$ cat src/verilog/tcwp_map.svh
`ifndef TCWP_MAP_SVH
`define TCWP_MAP_SVH
`define TCWP_FRAME_BITS 16
`define TCWP_CODE_MSB 15
`define TCWP_CODE_LSB 14
`define TCWP_DIR_BIT 13
`define TCWP_IDX_MSB 12
`define TCWP_IDX_LSB 8
`define TCWP_DATA_MSB 7
`define TCWP_DATA_LSB 0
`define TCWP_CHIP_CODE 2'h2
`define TCWP_DIR_WRITE 1'h1
`define TCWP_NUM_REGS 32
`define TCWP_REG_RESET 8'h00
`define TCWP_MCLK_MHZ 200
`define TCWP_SCLK_MAX_MHZ 5
`define TCWP_SCLK_MIN_CYCLES ((`TCWP_MCLK_MHZ) / (`TCWP_SCLK_MAX_MHZ))
`endif

$ cat src/verilog/tcwp_pkg.sv
package tcwp_pkg;
  typedef enum logic [1:0] {
    TCWP_IDLE,
    TCWP_SHIFT,
    TCWP_DONE
  } tcwp_state_type;
  typedef logic [7:0] tcwp_byte_type;
endpackage : tcwp_pkg

$ cat src/verilog/tcwp_sync.sv
`timescale 1ns/1ps
module tcwp_sync #(
  // Level shown during reset; set it to the pin's idle level.
  parameter logic RESET_LEVEL = 1'h0
) (
  // Clock and reset.
  input wire logic mclk,
  input wire logic rst,
  // Asynchronous input and its synchronised copy.
  input wire logic async_in,
  output logic sync_out
);
  logic stage1;
  always_ff @(posedge mclk) begin
    if (rst) begin
      stage1 <= RESET_LEVEL;
      sync_out <= RESET_LEVEL;
    end else begin
      stage1 <= async_in;
      sync_out <= stage1;
    end
  end
endmodule : tcwp_sync

$ cat src/verilog/tcwp_port.sv
`timescale 1ns/1ps
`include "tcwp_map.svh"
// Overview of operation
// - Strap low selects three-wire, high selects I2C
// - Frame: chip code, direction, index, payload
// - Write only; direction bit must be one
// - Data sampled on serial clock rising edge
// - Latch and write on sixteenth rising edge
// - Power-down low returns registers to defaults
module tcwp_port
  import tcwp_pkg::*;
#(
  parameter int NUM_REGS = `TCWP_NUM_REGS
) (
  // Clock and reset.
  input wire logic mclk,
  input wire logic rst,
  // Straps and power-down pin.
  input wire logic i2c_select,
  input wire logic power_down_n,
  // Three-wire serial pins.
  input wire logic port_select_n,
  input wire logic control_serial_clock,
  input wire logic control_serial_in,
  // Register file view.
  output logic [NUM_REGS*8-1:0] reg_file,
  output logic three_wire_mode,
  output logic write_strobe,
  output logic [4:0] frame_reg_index,
  output logic [7:0] frame_payload
);
  // ********************************************************
  // Checks and input synchronisers.
  // ********************************************************
  // The 5-bit frame index cannot reach more than 32 registers.
  if (NUM_REGS < 1 || NUM_REGS > `TCWP_NUM_REGS) begin : g_bad_num_regs
    $error("NUM_REGS must lie between 1 and 32.");
  end
  logic sel_n_s;
  logic sclk_s;
  logic sdi_s;
  logic pdn_s;
  logic strap_s;
  // Select and serial clock idle high, so their synchronisers reset high: a
  // low reset level would show a false select fall and clock rise after reset.
  tcwp_sync #(.RESET_LEVEL(1'h1)) u_sync_sel (.mclk(mclk), .rst(rst),
    .async_in(port_select_n), .sync_out(sel_n_s));
  tcwp_sync #(.RESET_LEVEL(1'h1)) u_sync_clk (.mclk(mclk), .rst(rst),
    .async_in(control_serial_clock), .sync_out(sclk_s));
  tcwp_sync u_sync_sdi (.mclk(mclk), .rst(rst), .async_in(control_serial_in), .sync_out(sdi_s));
  tcwp_sync u_sync_pdn (.mclk(mclk), .rst(rst), .async_in(power_down_n), .sync_out(pdn_s));
  tcwp_sync u_sync_i2c (.mclk(mclk), .rst(rst), .async_in(i2c_select), .sync_out(strap_s));
  // ********************************************************
  // Edge detection and frame shifting.
  // ********************************************************
  logic sclk_d;
  logic sel_n_d;
  logic [`TCWP_FRAME_BITS-1:0] shreg;
  logic [4:0] bitcnt;
  tcwp_state_type state;
  tcwp_state_type next_state;
  // Field extraction shared by the write path.
  function automatic logic [4:0] index_of(input logic [`TCWP_FRAME_BITS-1:0] f);
    return f[`TCWP_IDX_MSB:`TCWP_IDX_LSB];
  endfunction : index_of
  function automatic logic [7:0] payload_of(input logic [`TCWP_FRAME_BITS-1:0] f);
    return f[`TCWP_DATA_MSB:`TCWP_DATA_LSB];
  endfunction : payload_of
  wire sclk_rise = sclk_s & ~sclk_d;
  wire sel_fall = ~sel_n_s & sel_n_d;
  wire [`TCWP_FRAME_BITS-1:0] next_shreg = {shreg[`TCWP_FRAME_BITS-2:0], sdi_s};
  wire last_bit = (bitcnt == 5'(`TCWP_FRAME_BITS - 1)) && sclk_rise;
  wire frame_ok = (next_shreg[`TCWP_CODE_MSB:`TCWP_CODE_LSB] == `TCWP_CHIP_CODE)
    && (next_shreg[`TCWP_DIR_BIT] == `TCWP_DIR_WRITE);
  wire next_write = ~strap_s && pdn_s && (state == TCWP_SHIFT) && ~sel_n_s
    && last_bit && frame_ok;
  always_comb begin
    next_state = state;
    case (state)
      TCWP_IDLE: begin
        if (sel_fall && ~strap_s) begin
          next_state = TCWP_SHIFT;
        end
      end
      TCWP_SHIFT: begin
        if (sel_n_s || strap_s) begin
          next_state = TCWP_IDLE;
        end else if (last_bit) begin
          next_state = TCWP_DONE;
        end
      end
      TCWP_DONE: begin
        if (sel_n_s) begin
          next_state = TCWP_IDLE;
        end
      end
      default: begin
        next_state = TCWP_IDLE;
      end
    endcase
  end
  always_ff @(posedge mclk) begin
    if (rst) begin
      sclk_d <= 1'h1;
      sel_n_d <= 1'h1;
      state <= TCWP_IDLE;
      shreg <= '0;
      bitcnt <= '0;
    end else begin
      sclk_d <= sclk_s;
      sel_n_d <= sel_n_s;
      state <= next_state;
      if (state != TCWP_SHIFT) begin
        bitcnt <= '0;
      end else if (sclk_rise) begin
        shreg <= next_shreg;
        bitcnt <= bitcnt + 5'h01;
      end
    end
  end
  // ********************************************************
  // Register file.
  // ********************************************************
  logic [7:0] regs [NUM_REGS];
  wire [4:0] wr_idx = index_of(next_shreg);
  wire [7:0] wr_data = payload_of(next_shreg);
  always_ff @(posedge mclk) begin
    if (rst || ~pdn_s) begin
      for (int i = 0; i < NUM_REGS; i++) begin
        regs[i] <= `TCWP_REG_RESET;
      end
      write_strobe <= 1'b0;
      frame_reg_index <= 5'h00;
      frame_payload <= 8'h00;
    end else begin
      write_strobe <= next_write;
      if (next_write) begin
        frame_reg_index <= wr_idx;
        frame_payload <= wr_data;
        // An index past the last register pulses the strobe but stores nothing.
        if (32'(wr_idx) < NUM_REGS) begin
          regs[wr_idx] <= wr_data;
        end
      end
    end
  end
  always_comb begin
    for (int i = 0; i < NUM_REGS; i++) begin
      reg_file[i*8 +: 8] = regs[i];
    end
  end
  assign three_wire_mode = ~strap_s;
  // ********************************************************
  // Assertions.
  // ********************************************************
  property p_mode;
    @(posedge mclk) disable iff (rst) strap_s |-> ##1 !write_strobe;
  endproperty
  a_mode: assert property (p_mode) else $error("Write in I2C mode.");
  property p_code;
    @(posedge mclk) disable iff (rst)
      write_strobe |-> $past(next_shreg[`TCWP_CODE_MSB:`TCWP_CODE_LSB]) == `TCWP_CHIP_CODE;
  endproperty
  a_code: assert property (p_code) else $error("Bad chip code written.");
  property p_dir;
    @(posedge mclk) disable iff (rst)
      write_strobe |-> $past(next_shreg[`TCWP_DIR_BIT]) == `TCWP_DIR_WRITE;
  endproperty
  a_dir: assert property (p_dir) else $error("Read frame written.");
  property p_sixteen;
    @(posedge mclk) disable iff (rst)
      write_strobe |-> $past(bitcnt) == 5'(`TCWP_FRAME_BITS - 1);
  endproperty
  a_sixteen: assert property (p_sixteen) else $error("Write not on edge 16.");
  property p_edge;
    @(posedge mclk) disable iff (rst) write_strobe |-> $past(sclk_rise);
  endproperty
  a_edge: assert property (p_edge) else $error("Write not on rising edge.");
  property p_payload;
    @(posedge mclk) disable iff (rst || !pdn_s)
      write_strobe && (32'(frame_reg_index) < NUM_REGS)
        |-> regs[frame_reg_index] == frame_payload;
  endproperty
  a_payload: assert property (p_payload) else $error("Register not updated.");
  property p_pdn;
    @(posedge mclk) disable iff (rst)
      !pdn_s |=> regs[0] == `TCWP_REG_RESET && !write_strobe;
  endproperty
  a_pdn: assert property (p_pdn) else $error("Power-down did not clear.");
  property p_short;
    @(posedge mclk) disable iff (rst)
      state == TCWP_SHIFT && sel_n_s |=> state == TCWP_IDLE ##1 !write_strobe;
  endproperty
  a_short: assert property (p_short) else $error("Short frame kept.");
  property p_frame;
    @(posedge mclk) disable iff (rst) write_strobe |-> !$past(state == TCWP_IDLE);
  endproperty
  a_frame: assert property (p_frame) else $error("Write outside frame.");
  property p_pulse;
    @(posedge mclk) disable iff (rst) write_strobe |=> !write_strobe;
  endproperty
  a_pulse: assert property (p_pulse) else $error("Strobe held past one cycle.");
  property p_hold;
    @(posedge mclk) disable iff (rst || !pdn_s)
      !next_write |=> $stable(frame_reg_index) && $stable(frame_payload);
  endproperty
  a_hold: assert property (p_hold) else $error("Latched frame changed.");
  property p_count;
    @(posedge mclk) disable iff (rst) bitcnt <= 5'(`TCWP_FRAME_BITS);
  endproperty
  a_count: assert property (p_count) else $error("Bit counter ran past frame.");
  property p_rearm;
    @(posedge mclk) disable iff (rst) state != TCWP_SHIFT |=> bitcnt == 5'h00;
  endproperty
  a_rearm: assert property (p_rearm) else $error("Counter not cleared.");
  property p_strap;
    @(posedge mclk) disable iff (rst) strap_s && state == TCWP_IDLE |=> state == TCWP_IDLE;
  endproperty
  a_strap: assert property (p_strap) else $error("Frame started in I2C mode.");
endmodule : tcwp_port

$ cat config.mk
export PLATFORM = sky130hd
export DESIGN_NAME = tcwp_port
export DESIGN_NICKNAME = d
export VERILOG_FILES = /design/src/verilog/tcwp_pkg.sv /design/src/verilog/tcwp_sync.sv /design/src/verilog/tcwp_port.sv
export VERILOG_INCLUDE_DIRS = /design/src /design/src/verilog
export SDC_FILE = /design/constraint.sdc
export NUM_CORES = 1
export LEC_CHECK = 0
export BUFFER_PORTS_ARGS = -buffer_cell sky130_fd_sc_hd__buf_2
export CAP_MARGIN = 20
export CELL_PAD_IN_SITES_DETAIL_PLACEMENT = 1
export CELL_PAD_IN_SITES_GLOBAL_PLACEMENT = 1
export CORE_UTILIZATION = 40
export DETAILED_ROUTE_END_ITERATION = 10
export PLACE_DENSITY = 0.75
export SLEW_MARGIN = 10
export SYNTH_ARGS = -nofsm -noshare
export SYNTH_HDL_FRONTEND = slang
export SYNTH_SLANG_ARGS = --single-unit
$ cat constraint.sdc
create_clock -name mclk -period 3.7 [get_ports mclk]
set_clock_uncertainty 0.2 [all_clocks]
set_input_delay 0.185 -clock mclk [delete_from_list [all_inputs] [get_ports mclk]]
set_output_delay 0.185 -clock mclk [all_outputs]
set_load 0.03 [all_outputs]
==> impl_metrics.env, run 1 <==
export IMPL_status="finished, final reports clean"
export IMPL_power_density_mw_per_mm2=500
export IMPL_rows=61
export IMPL_holdCritPathClass="in2reg"
export IMPL_grt_use_total_pct=23.9
export IMPL_met3_usage_pct=3.49
export IMPL_totalPowerFinal_uw=7230
export IMPL_hold_violations=0
export IMPL_syn_to_final_growth_pct=27.5
export IMPL_ys_warn_count=0
export IMPL_ys_seq_elements=304
export IMPL_internal_power_uw=5690
export IMPL_cts_tree="yes"
export IMPL_met1_usage_pct=30.0
export IMPL_ys_seq_area_share_pct=76.3
export IMPL_hold_depth=3
export IMPL_slowest_stage="nand3_2"
export IMPL_num_io_pins=278
export IMPL_antenna_cells=0
export IMPL_crit_buf_inv=2
export IMPL_crit_start="bitcnt[0]"
export IMPL_final_setup_tns_ns=0
export IMPL_postRouteAntennaNets=0
export IMPL_mostFrequentLayoutCell="buf_2"
export IMPL_die_area_sq_mm=0.0290
export IMPL_fp_dieH_um=170
export IMPL_antenna_found_initial=0
export IMPL_end_kind="flip-flop"
export IMPL_synth_area_leaders="edfxtp_1, dfxtp_1, nor2_1"
export IMPL_synth_edff_count=256
export IMPL_rsz0062_at_grt="false"
export IMPL_num_vias=8258
export IMPL_clock_fmax_ghz=0.316
export IMPL_multi_input_area_sq_mm=0.00246
export IMPL_grt_pass1_vias=8282
export IMPL_drt_iter0_drc=664
export IMPL_grt_max_degree=29
export IMPL_cp_cell_sequence="ha_1 > and3_1 > ha_1 > and3b_1 > buf_4 > nand3_2 > o21ai_0 > buf_4"
export IMPL_drv_slew=0
export IMPL_drc=0
export IMPL_cts_buffer_depth=3
export IMPL_postSynthAreaPerCell_sq_um=13.0
export IMPL_synth_cell_types=43
export IMPL_final_cell_mix="buf_2, edfxtp_1, nor2_1, nand2_1, dfxtp_1"
export IMPL_dp_hpwl_um=25100
export IMPL_setup_violations_final=0
export IMPL_io_buffers=277
export IMPL_p_seq_share_pct=52.4
export IMPL_comb_power_share_pct=4.4
export IMPL_routed_wl_um=34900
export IMPL_yosys_area_top_type_share_pct=67.8
export IMPL_grt_busiest_layer="met2"
export IMPL_max_stage_delay_ns=0.43
export IMPL_netSwitchingPower_uw=1550
export IMPL_switching_share_pct=21.4
export IMPL_p_leak_uw=0.00615
export IMPL_drive_gt1_share_pct=32.3
export IMPL_arrival_ns=3.21
export IMPL_register_area_sq_mm=0.00865
export IMPL_crit_required_ns=3.75
export IMPL_die_w_um=170
export IMPL_r2r_end="regs[26][5]"
export IMPL_gp_congestion=0.812
export IMPL_syn_cell_area_sq_mm=0.0113
export IMPL_h_tree_depth=1
export IMPL_worstMarginPinSlew_ns=1.10
export IMPL_min_period_ns=3.16
export IMPL_final_period_utilization_pct=85.5
export IMPL_start_kind="flip-flop"
export IMPL_reg2reg_setup_slack_ns=0.54
export IMPL_reg2reg_from="bitcnt[0]"
export IMPL_grt_pass1_wl_um=51200
export IMPL_grt_ovfl_total=0
export IMPL_drv_cap=0
export IMPL_drtPass1Iterations=4
export IMPL_cts_buffers=31
export IMPL_crit_type="reg2reg"
export IMPL_vias_per_cell=5.19
export IMPL_hold_path_startpoint="control_serial_clock"
export IMPL_coreArea_sq_mm=0.0279
export IMPL_cp_top_family="simple AND/OR/NAND/NOR gates"
export IMPL_yosys_area_top_type="edfxtp_1"
export IMPL_placed_area_sq_mm=0.0134
export IMPL_synth_flop_cell="edfxtp_1"
export IMPL_n_fill_cell=2967
export IMPL_clkPwrFrac_pct=43.3
export IMPL_grtUsageMet2_pct=42.5
export IMPL_cts_clk_slew_worst_paths_ns=0.06
export IMPL_ctsRootBufferMaster="clkbuf_16"
export IMPL_synth_async_reset_ratio_pct=0
export IMPL_r2r_cells=8
export IMPL_start_util_pct=40.7
export IMPL_final_util_pct=51.9
export IMPL_cts_num_sinks=304
export IMPL_routedWlPerCell_um=21.9
export IMPL_slew_headroom_pct=26.0
export IMPL_clock_latency_ns=0.55
export IMPL_fin_area_sq_mm=0.0145
export IMPL_synth_nets=878
export IMPL_vdd_drop_max_v=0.000323
export IMPL_hold_end="u_sync_clk.stage1"
export IMPL_postSynthCellCount=869
export IMPL_path_max_fanout=19
export IMPL_num_nets_final=1199
power groups by stage:
stage / Sequential, uW / Clock [uW] / Combinational, uW
floorplan: 4010 / 0 / 41.9
global placement: 3860 / 0 / 307
detailed placement: 3860 / 0 / 311
CTS: 3790 / 3170 / 316
global route: 3790 / 3290 / 329
finish: 3790 / 3130 / 315
cell usage after synthesis (2+ instances only):
library cell	n
nand2b_1	2
nand2_1	89
buf_1	2
buf_2	22
o21ai_0	22
dfxtp_1	48
nor2b_1	13
a21oi_1	17
inv_1	3
nand3_1	17
nand3b_1	3
nor2_1	251
nor3_1	19
clkbuf_1	19
ha_1	2
edfxtp_1	256
or3_1	2
o31ai_1	10
nor4bb_1	3
mux2i_1	13
buf_6	2
nand4_1	18
or2_2	6
nor3b_1	4
and4b_1	2
and3b_1	4
nand3_2	2
buf_4	3
how the worst max path moves through the flow:
stage | to | slack, ns | cells after the start
2_1_floorplan | regs[22][0] | 0.61 | 9
3_3_place_gp | regs[30][0] | 0.70 | 6
3_5_place_dp | regs[26][2] | 0.57 | 8
4_1_cts | regs[26][5] | 0.54 | 8
5_1_grt | regs[26][5] | 0.36 | 8
6_report | regs[26][5] | 0.54 | 8
metal layers:
metal	vias up	part of all wire [%]
li1	3696	-
met2	329	52
met1	4169	40
met5	-	0
met3	64	5.8
met4	0	2.7
tightest hold or removal path: stages:
cell and delay (ns):
dlygate4sd3_1 0.52, buf_2 0.09, or2_2 0.08
sequential cells by signal (all words and copies together) (netlist names), 2 cells and up:
name             cells
state                2
shreg               15
bitcnt               5
frame_reg_index      5
regs               256
frame_payload        8
cell type report:
class / count / share of cell area, %
flip-flops and latches: 304 / 59.8
inverters: 3 / 0.0779
multi-input cells: 514 / 17.0
clock buffers: 46 / 6.10
well taps: 378 / 3.27
repair buffers: 336 / 12.7
clock inverters: 11 / 0.969
stage by stage:
step	setup slack (ns)	hold slack, ns	std cells
2_1_floorplan	0.610	0.0888	869
3_5_place_dp	0.569	0.171	1525
5_1_grt	0.359	0.145	1592
4_1_cts	0.537	0.131	1588
6_report	0.535	0.146	1592
3_3_place_gp	0.697	0.172	1523
logic make-up (layout without fill, tap and decap cells):
logic type / Yosys count / count (layout) / synth area share (%)
AOI/OAI and AO/OA: 53 / 53 / 2.67
xor gates and xnor gates: 2 / 2 / 0.155
adders and majority gates: 2 / 2 / 0.221
buffers and inverters: 51 / 396 / 2.16
DFF: 304 / 304 / 76.3
muxes: 13 / 13 / 1.15
and+or+nand+nor: 444 / 444 / 17.4
timing repair:
action,CTS,global route
hold endpoints to repair,14,0
hold buffers,6,0
setup buffers,0,0
gates resized for setup,0,0
No activity file was read; power rests on OpenSTA's default activity.
==> inputs of run 2 (changes only) <==
CORE_MARGIN = 2   (was default)
==> impl_metrics.env, run 2 (same netlist as run 1, synthesis figures left out) <==
export IMPL_status="finished, final reports clean"
export IMPL_gp_congestion=0.821
export IMPL_largest_reg_flops=256
export IMPL_h_tree_depth=1
export IMPL_coreArea_sq_mm=0.0279
export IMPL_grt_busiest_layer="met2"
export IMPL_postRouteAntennaNets=0
export IMPL_grt_max_degree=33
export IMPL_crit_required_ns=3.76
export IMPL_num_io_pins=278
export IMPL_antenna_found_initial=0
export IMPL_grt_pass1_wl_um=51800
export IMPL_drt_iter0_drc=660
export IMPL_drive_gt1_share_pct=32.1
export IMPL_largest_register="regs"
export IMPL_vias_per_cell=5.19
export IMPL_hold_violations=0
export IMPL_drc=0
export IMPL_start_util_pct=40.7
export IMPL_cts_buffers=31
export IMPL_met1_usage_pct=28.5
export IMPL_final_cell_mix="buf_2, edfxtp_1, nor2_1, nand2_1, dfxtp_1"
export IMPL_holdCritPathClass="reg2reg"
export IMPL_clock_fmax_ghz=0.354
export IMPL_totalPowerFinal_uw=7150
export IMPL_mostFrequentLayoutCell="buf_2"
export IMPL_path_max_fanout=22
export IMPL_setup_violations_final=0
export IMPL_met3_usage_pct=3.20
export IMPL_p_leak_uw=0.00615
export IMPL_rows=61
export IMPL_die_area_sq_mm=0.0297
export IMPL_cts_resized=0
export IMPL_vdd_drop_max_v=0.000372
export IMPL_cts_num_sinks=304
export IMPL_end_kind="flip-flop"
export IMPL_die_w_um=172
export IMPL_grt_pass1_vias=8389
export IMPL_slew_headroom_pct=32.5
export IMPL_num_nets_final=1201
export IMPL_start_kind="flip-flop"
export IMPL_syn_to_final_growth_pct=27.4
export IMPL_io_buffers=277
export IMPL_clock_latency_ns=0.55
export IMPL_grt_ovfl_total=0
export IMPL_reg_top3="regs: 256 flops, shreg: 15 flops, frame_payload: 8 flops"
export IMPL_dp_hpwl_um=25200
export IMPL_antenna_cells=0
export IMPL_cts_buffer_depth=3
export IMPL_rsz0062_at_grt="false"
export IMPL_routedWlPerCell_um=22.7
export IMPL_min_period_ns=2.82
export IMPL_crit_type="reg2reg"
export IMPL_final_setup_tns_ns=0
export IMPL_drv_cap=0
export IMPL_fp_dieH_um=172
export IMPL_power_density_mw_per_mm2=495
export IMPL_cts_tree="yes"
export IMPL_cts_clk_slew_worst_paths_ns=0.06
export IMPL_final_period_utilization_pct=76.3
export IMPL_grtUsageMet2_pct=42.6
export IMPL_ctsRootBufferMaster="clkbuf_16"
export IMPL_num_vias=8264
export IMPL_drtPass1Iterations=4
export IMPL_drv_slew=0
export IMPL_arrival_ns=2.88
export IMPL_grt_use_total_pct=23.5
export IMPL_worstMarginPinSlew_ns=0.998
export IMPL_routed_wl_um=36100
[run 2: power breakdown]
part	switching [uW]	internal, uW
sequential	30.5	3760
clock	1260	1780
combinational	245	79.5
[run 2: critical path: stages, from the launching register on]
cell and delay (ns):
dfxtp_1 0.79, nor4bb_1 0.68, nand2_1 0.37, o21ai_0 0.28, buf_4 0.21
[run 2: final cells by class]
class | count | area [sq um]
Fill cell | 2931 | 13400
Sequential cell | 304 | 8650
Multi-Input combinational cell | 514 | 2460
Timing Repair Buffer | 338 | 1860
Clock buffer | 42 | 871
Tap cell | 378 | 473
Clock inverter | 14 | 118
Inverter | 3 | 11.3
[run 2: worst paths after layout]
path / startpoint / end / slack (ns) / depth (start not counted)
worst min-delay path: u_sync_clk.stage1 / u_sync_clk.sync_out / 0.22 / 1
worst max-delay path: shreg[10] / regs[26][3] / 0.88 / 4
worst max register to register: shreg[10] / regs[26][3] / 0.88 / 4
worst min register to register: u_sync_clk.stage1 / u_sync_clk.sync_out / 0.22 / 1
[run 2: per-layer routing]
metal | wire length [um] | share of wire, % | vias up
met1 | 14000 | 39 | 4161
met2 | 18900 | 52 | 322
met3 | 1790 | 5.0 | 80
li1 | - | - | 3701
met5 | 0 | 0 | -
met4 | 1330 | 3.7 | 0
[run 2: stage by stage]
| step | instances | hold slack (ns) | instance area [sq um] | setup slack (ns) | utilization [%] |
|---|---|---|---|---|---|
| 6_report | 1593 | 0.218 | 14400 | 0.877 | 51.8 |
| 2_1_floorplan | 869 | 0.0888 | 11300 | 0.610 | - |
| 5_1_grt | 1593 | 0.247 | 14400 | 0.706 | 51.8 |
| 4_1_cts | 1589 | 0.224 | 14400 | 0.613 | 51.8 |
| 3_5_place_dp | 1522 | 0.173 | 13300 | 0.643 | 47.8 |
| 3_3_place_gp | 1522 | 0.169 | 13300 | 0.817 | 47.8 |
[run 2: repair_timing]
| action | CTS | global route |
|---|---|---|
| hold endpoints to repair | 16 | 0 |
| hold buffers | 11 | 0 |
| setup buffers | 0 | 0 |
